[src/ats_pkg.sv]
// Package for the analyzer timing and converter sequencer block.
// Assumes a single 11.0592 MHz master clock drives the block.
package ats_pkg;
    // Master clock rate in Hz
    localparam int unsigned MASTER_CLOCK_HZ = 11_059_200;
    // Divider chain length, fourteen binary stages
    localparam int DIV_STAGES = 14;
    // Divider tap positions (bit n divides by 2^(n+1))
    localparam int TAP_RF = 1;
    localparam int TAP_SYNC = 5;
    localparam int TAP_SUPPLY = 6;
    localparam int TAP_HV = 7;
    localparam int TAP_CONVERT = 13;
    // Sync pulse width in ns and derived cycle count, rounded up
    localparam int unsigned SYNC_PULSE_NS = 100;
    localparam int unsigned SYNC_PULSE_CYCLES =
        (SYNC_PULSE_NS * (MASTER_CLOCK_HZ / 1000) + 999_999) / 1_000_000;
    // Port width
    localparam int PORT_W = 8;
    localparam logic [7:0] PORT_RESET = 8'h00;
    // Indicator port field positions
    localparam int IND_LOG_STROBE = 4;
    // Analog select port fields
    localparam int ASEL_CAL_LSB = 0;
    localparam int ASEL_CHAN_LSB = 3;
    localparam int ASEL_FIL_REG = 6;
    localparam int ASEL_GRID = 7;
    // Relay control port fields
    localparam int RLY_RF_DRIVE_ENABLE = 0;
    localparam int RLY_IONS_GND = 1;
    localparam int RLY_IONS_CONN = 2;
    localparam int RLY_MULT_GND = 3;
    localparam int RLY_MULT_CONN = 4;
    localparam int RLY_LINEAR = 5;
    localparam int RLY_READ_CONV = 6;
    localparam int RLY_VETO = 7;
endpackage

[src/ats_sequencer.sv]
// Timing dividers, drive gating, output ports and converter sequencing.
// Assumes SPI and strobes come from a controller in another clock domain
// and are synchronised here; the master clock runs continuously.
//
// Summary of operation
// - Divide master clock by four for RF
// - Divide by 128 supply, 256 high voltage
// - Fourteen stage divider gives 675 Hz convert
// - Shape 172.8 kHz into two-cycle pulse, 100 ns rounded up
// - Complementary drive pairs, both high when disabled
// - Indicator bits light lamps, except bit four
// - Indicator bit four strobes log mode
// - Analog bits 0..2 select calibration attenuator
// - Analog bits 3..5 select converter channel
// - Bit six filament regulate, seven grid
// - Relay bit zero enables RF drive
// - Relay bit six is read/convert
// - Relay bit seven vetoes chip select
// - Chip select falls with start clock unless vetoed
// - Start clock fall raises interrupt request
// - Converter data clock is inverted SPI clock
// - Reset clears conditioning pair; second strobe sets
// - Conditioning low forces safe analog states
// - SPI shift register, load strobe copies
// - Busy low during conversion
`timescale 1ns/1ps
module ats_sequencer
    import ats_pkg::*;
(
    input wire logic I_CLOCK,
    input wire logic I_ARST_N,
    input wire logic I_SPI_CLK,
    input wire logic I_SPI_MOSI,
    input wire logic I_INDICATOR_LOAD_STROBE,
    input wire logic I_ANALOG_SELECT_LOAD_STROBE,
    input wire logic I_RELAY_CONTROL_LOAD_STROBE,
    input wire logic I_CONVERTER_BUSY_N,
    output logic O_RF_CLOCK,
    output logic O_SUPPLY_CLOCK,
    output logic O_HV_CLOCK,
    output logic O_CONVERT_CLOCK,
    output logic O_SUPPLY_SYNC,
    input wire logic I_HV_DRIVE_ENABLE,
    output logic O_RF_DRIVE_A,
    output logic O_RF_DRIVE_B,
    output logic O_HV_DRIVE_A,
    output logic O_HV_DRIVE_B,
    output logic [7:0] O_INDICATOR_PORT,
    output logic [7:0] O_ANALOG_SELECT_PORT,
    output logic [7:0] O_RELAY_CONTROL_PORT,
    output logic [2:0] O_CAL_ATTEN_SEL,
    output logic O_ADC_CHAN_SEL_BIT0,
    output logic O_ADC_CHAN_SEL_BIT1,
    output logic O_ADC_CHAN_SEL_BIT2,
    output logic O_FILAMENT_REGULATE_SEL,
    output logic O_GRID_HIGH_SEL,
    output logic O_LOG_MODE_STROBE,
    output logic O_RF_DRIVE_ENABLE,
    output logic O_READ_CONVERT,
    output logic O_CHIP_SELECT_VETO,
    output logic O_CONVERTER_SELECT_N,
    output logic O_IRQ_N,
    output logic O_CONVERTER_DATA_CLK,
    output logic O_CONVERTER_BUSY,
    output logic O_SAFE_STATE_RELEASE,
    output logic O_REF_ENABLE,
    output logic O_RF_DAC_SHUNT
);

    // Whole module state in one packed struct
    typedef struct packed {
        logic [DIV_STAGES-1:0] div;     // Binary divider chain
        logic [1:0] spi_clk_s;          // SPI clock synchroniser
        logic spi_clk_prev;             // Edge detect on synced clock
        logic [1:0] mosi_s;             // SPI data synchroniser
        logic [2:0] ld_ind_s;           // Indicator strobe sync + prev
        logic [2:0] ld_asel_s;          // Analog strobe sync + prev
        logic [2:0] ld_rly_s;           // Relay strobe sync + prev
        logic [1:0] busy_s;             // Busy synchroniser
        logic [1:0] hv_en_s;            // HV enable synchroniser
        logic [7:0] shift;              // SPI shift register
        logic [7:0] ind;                // Indicator output register
        logic [7:0] asel;               // Analog select output register
        logic [7:0] rly;                // Relay control output register
        logic [1:0] cond;               // Conditioning flip-flop pair
        logic [3:0] sync_cnt;           // Sync pulse width counter
        logic irq_n;                    // Interrupt request, active low
        logic cs_n;                     // Converter chip select
        logic rf_a;                     // RF drive phase
        logic hv_a;                     // HV drive phase
    } ats_state_type;

    ats_state_type st_q;
    ats_state_type st_d;

    localparam logic [3:0] SYNC_LEN = 4'(SYNC_PULSE_CYCLES);

    // Edge and strobe helpers from synced stages and the divider
    logic spi_rise;
    logic ind_ld;
    logic asel_ld;
    logic rly_ld;
    logic sync_rise;

    // Next-state logic
    always_comb begin
        st_d = st_q;
        // Synchronisers, first stage read only by second
        st_d.spi_clk_s = {st_q.spi_clk_s[0], I_SPI_CLK};
        st_d.spi_clk_prev = st_q.spi_clk_s[1];
        st_d.mosi_s = {st_q.mosi_s[0], I_SPI_MOSI};
        st_d.ld_ind_s = {st_q.ld_ind_s[1:0], I_INDICATOR_LOAD_STROBE};
        st_d.ld_asel_s = {st_q.ld_asel_s[1:0], I_ANALOG_SELECT_LOAD_STROBE};
        st_d.ld_rly_s = {st_q.ld_rly_s[1:0], I_RELAY_CONTROL_LOAD_STROBE};
        st_d.busy_s = {st_q.busy_s[0], I_CONVERTER_BUSY_N};
        st_d.hv_en_s = {st_q.hv_en_s[0], I_HV_DRIVE_ENABLE};
        // Free-running divider chain
        st_d.div = st_q.div + 1'b1;
        spi_rise = st_q.spi_clk_s[1] & ~st_q.spi_clk_prev;
        ind_ld = st_q.ld_ind_s[1] & ~st_q.ld_ind_s[2];
        asel_ld = st_q.ld_asel_s[1] & ~st_q.ld_asel_s[2];
        rly_ld = st_q.ld_rly_s[1] & ~st_q.ld_rly_s[2];
        sync_rise = ~st_q.div[TAP_SYNC] & st_d.div[TAP_SYNC];
        // Shift SPI data in, MSB first, on rising SPI clock
        if (spi_rise) begin
            st_d.shift = {st_q.shift[6:0], st_q.mosi_s[1]};
        end
        // Load strobes copy shift register to ports
        if (ind_ld) begin
            st_d.ind = st_q.shift;
        end
        if (asel_ld) begin
            st_d.asel = st_q.shift;
        end
        if (rly_ld) begin
            st_d.rly = st_q.shift;
            // Conditioning pair clocks on relay strobes
            st_d.cond = {st_q.cond[0], 1'b1};
        end
        // Sync pulse shaping once per 172.8 kHz period
        if (sync_rise) begin
            st_d.sync_cnt = SYNC_LEN;
        end else if (st_q.sync_cnt != 4'h0) begin
            st_d.sync_cnt = st_q.sync_cnt - 4'h1;
        end
        // Interrupt: raised on start clock fall, held for that low half
        st_d.irq_n = st_d.div[TAP_CONVERT];
        // Chip select low through the start clock low half unless vetoed;
        // dropping the veto reselects the converter for the data read
        st_d.cs_n = st_q.rly[RLY_VETO] | st_d.div[TAP_CONVERT];
        // Drive phases follow divider taps
        st_d.rf_a = st_d.div[TAP_RF];
        st_d.hv_a = st_d.div[TAP_HV];
    end

    // State register
    always_ff @(posedge I_CLOCK or negedge I_ARST_N) begin
        if (!I_ARST_N) begin
            st_q <= '0;
            st_q.irq_n <= 1'b1;
            st_q.cs_n <= 1'b1;
        end else begin
            st_q <= st_d;
        end
    end

    // Clock outputs from divider taps
    assign O_RF_CLOCK = st_q.div[TAP_RF];
    assign O_SUPPLY_CLOCK = st_q.div[TAP_SUPPLY];
    assign O_HV_CLOCK = st_q.div[TAP_HV];
    assign O_CONVERT_CLOCK = st_q.div[TAP_CONVERT];
    assign O_SUPPLY_SYNC = (st_q.sync_cnt != 4'h0);

    // Complementary drives, forced high when disabled
    assign O_RF_DRIVE_A = st_q.rf_a | ~st_q.rly[RLY_RF_DRIVE_ENABLE];
    assign O_RF_DRIVE_B = ~st_q.rf_a | ~st_q.rly[RLY_RF_DRIVE_ENABLE];
    assign O_HV_DRIVE_A = st_q.hv_a | ~st_q.hv_en_s[1];
    assign O_HV_DRIVE_B = ~st_q.hv_a | ~st_q.hv_en_s[1];

    // Port registers and decoded fields
    assign O_INDICATOR_PORT = st_q.ind;
    assign O_LOG_MODE_STROBE = st_q.ind[IND_LOG_STROBE];
    assign O_ANALOG_SELECT_PORT = st_q.asel;
    assign O_CAL_ATTEN_SEL = st_q.asel[ASEL_CAL_LSB +: 3];
    assign O_ADC_CHAN_SEL_BIT0 = st_q.asel[ASEL_CHAN_LSB];
    assign O_ADC_CHAN_SEL_BIT1 = st_q.asel[ASEL_CHAN_LSB + 1];
    assign O_ADC_CHAN_SEL_BIT2 = st_q.asel[ASEL_CHAN_LSB + 2];
    // Filament direct while conditioning is cleared
    assign O_FILAMENT_REGULATE_SEL =
        st_q.asel[ASEL_FIL_REG] & st_q.cond[1];
    assign O_GRID_HIGH_SEL = st_q.asel[ASEL_GRID];
    assign O_RELAY_CONTROL_PORT = st_q.rly;
    assign O_RF_DRIVE_ENABLE = st_q.rly[RLY_RF_DRIVE_ENABLE];
    assign O_READ_CONVERT = st_q.rly[RLY_READ_CONV];
    assign O_CHIP_SELECT_VETO = st_q.rly[RLY_VETO];

    // Converter sequencing outputs
    assign O_CONVERTER_SELECT_N = st_q.cs_n;
    assign O_IRQ_N = st_q.irq_n;
    assign O_CONVERTER_DATA_CLK = ~I_SPI_CLK;
    assign O_CONVERTER_BUSY = ~st_q.busy_s[1];

    // Safe state controls
    assign O_SAFE_STATE_RELEASE = st_q.cond[1];
    assign O_REF_ENABLE = st_q.cond[1];
    assign O_RF_DAC_SHUNT = ~st_q.cond[1];
endmodule

[config.mk]
export PLATFORM = sky130hd
export DESIGN_NAME = ats_sequencer
export DESIGN_NICKNAME = d
export VERILOG_FILES = /design/src/ats_pkg.sv /design/src/ats_sequencer.sv
export SDC_FILE = /design/constraint.sdc
export NUM_CORES = 1
export LEC_CHECK = 0
export BUFFER_PORTS_ARGS = -buffer_cell sky130_fd_sc_hd__buf_2
export CAP_MARGIN = 20
export CELL_PAD_IN_SITES_DETAIL_PLACEMENT = 2
export CELL_PAD_IN_SITES_GLOBAL_PLACEMENT = 2
export CORE_MARGIN = 5
export CORE_UTILIZATION = 35
export DETAILED_ROUTE_END_ITERATION = 16
export PLACE_DENSITY_LB_ADDON = 0.1
export SETUP_SLACK_MARGIN = 0.15
export SLEW_MARGIN = 25
export SYNTH_ARGS = -nofsm -noshare
export SYNTH_HDL_FRONTEND = slang
export SYNTH_SLANG_ARGS = --single-unit
[constraint.sdc]
create_clock -name I_CLOCK -period 1.8 [get_ports I_CLOCK]
set_input_delay 0 -clock I_CLOCK [delete_from_list [all_inputs] [get_ports I_CLOCK]]
set_output_delay 0 -clock I_CLOCK [all_outputs]
set_load 0.05 [all_outputs]
==> results.ini <==
[yosys]
synth_top_family_by_area = multiplexers
ys_ff_latch = 72
synth_nets = 223
ys_warn_count = 0
synth_fa_ha_area_share_pct = 2.16
yosys.area.top_type = dfrtp_1
synth_edf_count = 0
synthesis.area_mm2 = 0.00289
syn_avg_cell_area_um2 = 13.8
synth_xor_area_share_pct = 3.93
ys.flop_type = dfrtp_1
ys_types = 28
synth-simple-area-share_pct = 8.82
yosys-top-cells-count = dfrtp_1, mux2_2, buf_4
synth_seq_area_share_pct = 62.3
ys_top_cells_by_area = dfrtp_1, mux2_2, buf_4
synth.top_cell.area_share_pct = 60.5
synth_mux_area_share_pct = 13.1
synthCells = 209
synth-compound-area-share_pct = 0.432
synthArstFlopShare_pct = 100
synth_most_common_cell = dfrtp_1

[die]
rows = 33
dieArea_mm2 = 0.0102
fp.dieH_um = 101
io_pins = 61
initial_core_util_pct = 35.6
core_area_mm2 = 0.00813
dieWidth_um = 101

[placement]
place.port_buffers = 60
gp_congestion = 0.721
place_ws_ps = 203
placed_cells_incl_taps = 348
hpwl_um = 3910
dpl_cell_area_mm2 = 0.00316

[worst_setup_path]
max_stage_delay_ps = 420
worst-path-max-fanout = 4
worstPathRequired_ps = 2020
r2r_slack_ps = 230
cp-end-kind = register
crit_chain = inv_2 -> ha_1 -> or3b_4 -> mux2i_1 -> or2_2
start_kind = register
crit_type = register to register
crit_path_top_delay_cell = dfrtp_1
crit_arrival_ps = 1790

[timing]
fmax_mhz = 638
rsz0062_at_grt = false
slew_viol_final = 0
finClkSkew_ps = 13.0
tightestPinTransition_ps = 486
postLayoutSetupSlackWorst_ps = 232
tns_ps = 0
hold_viol = 0
setup_viol = 0
period_minus_slack_ps = 1570
period_share_pct = 87.1
relSlewSlack_pct = 67.6

[clocking]
clock-root-buffer = clkbuf_8
clkTransAtPathRegs_ps = 80
cts_setup_buffers = 0
cts_buffers = 9
cts.sinks = 72
clock_latency_ps = 340
cts_tree = done
cts_max_path_buffers = 2
htree_levels = 3

[routing]
drt-initial-drc-count = 17
routed_wl_um = 5570
vias = 1683
firstDrtPassIters = 4
post_drt_wl_per_cell_um = 15.0
drtAntennaViolNets = 0
drc = 0
vias_per_cell = 4.52

[power_and_ir_drop]
power_frac_clock_pct = 22.8
swShare_pct = 44.2
max-vdd-ir-drop_mv = 0.504
p_leak_nw = 1.69
seq_power_share_pct = 38.8
p_sw_mw = 2.51
p_comb_share_pct = 38.3
p_int_mw = 3.17
powerDensity_mw_per_mm2 = 1640

[final_layout]
seqCellArea_mm2 = 0.00181
areaGrowthSynthToFinish_pct = 19.5
multi_input_area_um2 = 833
diodes = 0
drive_gt1_share_pct = 47.6
fin_area_mm2 = 0.00346
nFillCells = 847
final_nets = 276
final_cells = 372

[grt]
grt_antenna_before_repair = 0
grt_usage_pct = 11.8
grt_util_met3_pct = 2.56
grt_pass1_wl_um = 9270
use_met2_pct = 19.2
use_met1_pct = 15.3
grt_pass1_vias = 1826
grt_max_degree = 39
grt_busiest_layer = met2
grt_overflow = 0

[hold_path]
hp-class = input pin to async pin

[status]
status = finished, final reports clean

[flow_run]
drv_cap = 0

## layout make-up
type,count,area share [%]
clock buffer,10,3.98
clock inverter,6,1.95
inverter,10,1.08
multi-input combinational,95,24.1
sequential,72,52.2
tap,105,3.80
timing repair buffer,74,12.9
## worst paths after layout
check                                                 start                  end  depth (start not counted)
worst max-delay path                                st_q[4]              st_q[5]                          5
worst min-delay path                               I_ARST_N             st_d[45]                          2
worst max register to register                      st_q[4]              st_q[5]                          5
worst min register to register                     st_d[53]             st_d[54]                          0
max in group asynchronous                          I_ARST_N  O_INDICATOR_PORT[5]                          3
min in group I_CLOCK            I_ANALOG_SELECT_LOAD_STROBE             st_d[50]                          2
## power by group through the flow
stage	combinational (mW)	sequential (mW)	clock, mW
after floorplan	1.73	2.52	0
after CTS	2.21	2.22	1.36
final	2.18	2.21	1.30
after global routing	2.26	2.27	1.44
after global placement	2.16	2.24	0
after detailed placement	2.19	2.26	0
## metal layers
metal / vias to the layer above / wire [µm]
li1: 770 / -
met1: 864 / 2480
met2: 39 / 2760
met3: 10 / 237
met4: 0 / 91
met5: - / 0
## worst max-delay path, delay by kind of cell, from the launching register on
family	cells	cell delay, ps
simple gates	2	680
fa+ha+maj	1	160
buf+inv	1	80
mux	1	130
flops	1	420
## repair_timing
| action | in CTS | in global routing |
|---|---|---|
| setup endpoints to repair | 1 | 4 |
| hold buffers | 8 | 0 |
| resized for setup | 1 | 4 |
| hold endpoints to repair | 41 | 0 |
## registers in the layout (all words and copies together) (netlist names)
name	cells
O_ANALOG_SELECT_PORT	8
O_REF_ENABLE	1
O_RELAY_CONTROL_PORT	8
st_d	11
O_INDICATOR_PORT	8
O_IRQ_N	1
O_RF_CLOCK	1
st_q	30
O_CONVERTER_SELECT_N	1
O_HV_CLOCK	1
O_SUPPLY_CLOCK	1
O_CONVERT_CLOCK	1
## placed cells by master (no fill, tap or decap), types with 2 or more instances in the layout
master,count
dlygate4sd3_1,8
nor2_1,4
nor2b_1,3
clkinvlp_4,2
nor3_1,7
clkbuf_8,10
inv_1,8
inv_2,2
ha_1,5
xor2_1,8
xnor2_1,5
nand3_1,5
dfstp_2,2
nand2_1,8
buf_2,58
buf_4,6
nand2b_1,4
mux2i_1,2
or2_2,2
mux2_2,32
dfrtp_1,69
## logic make-up after synthesis
family | Yosys count
multiplexers | 34
adder cells (fa/ha/maj) | 5
flip-flops | 72
buffers and inverters | 42
AND/OR/NAND/NOR | 41
XOR/XNOR | 13
AO/OA/AOI/OAI | 2
## stage by stage
step / utilization [%] / power (mW) / hold WS, ps
2_1_floorplan: - / 4.25 / -296
3_3_place_gp: 38.9 / 4.40 / -8.94
3_5_place_dp: 38.9 / 4.45 / -1.10
4_1_cts: 42.4 / 5.79 / 167
5_1_grt: 42.5 / 5.97 / 192
6_report: 42.5 / 5.68 / 162
(Power assumes the default switching activity.)
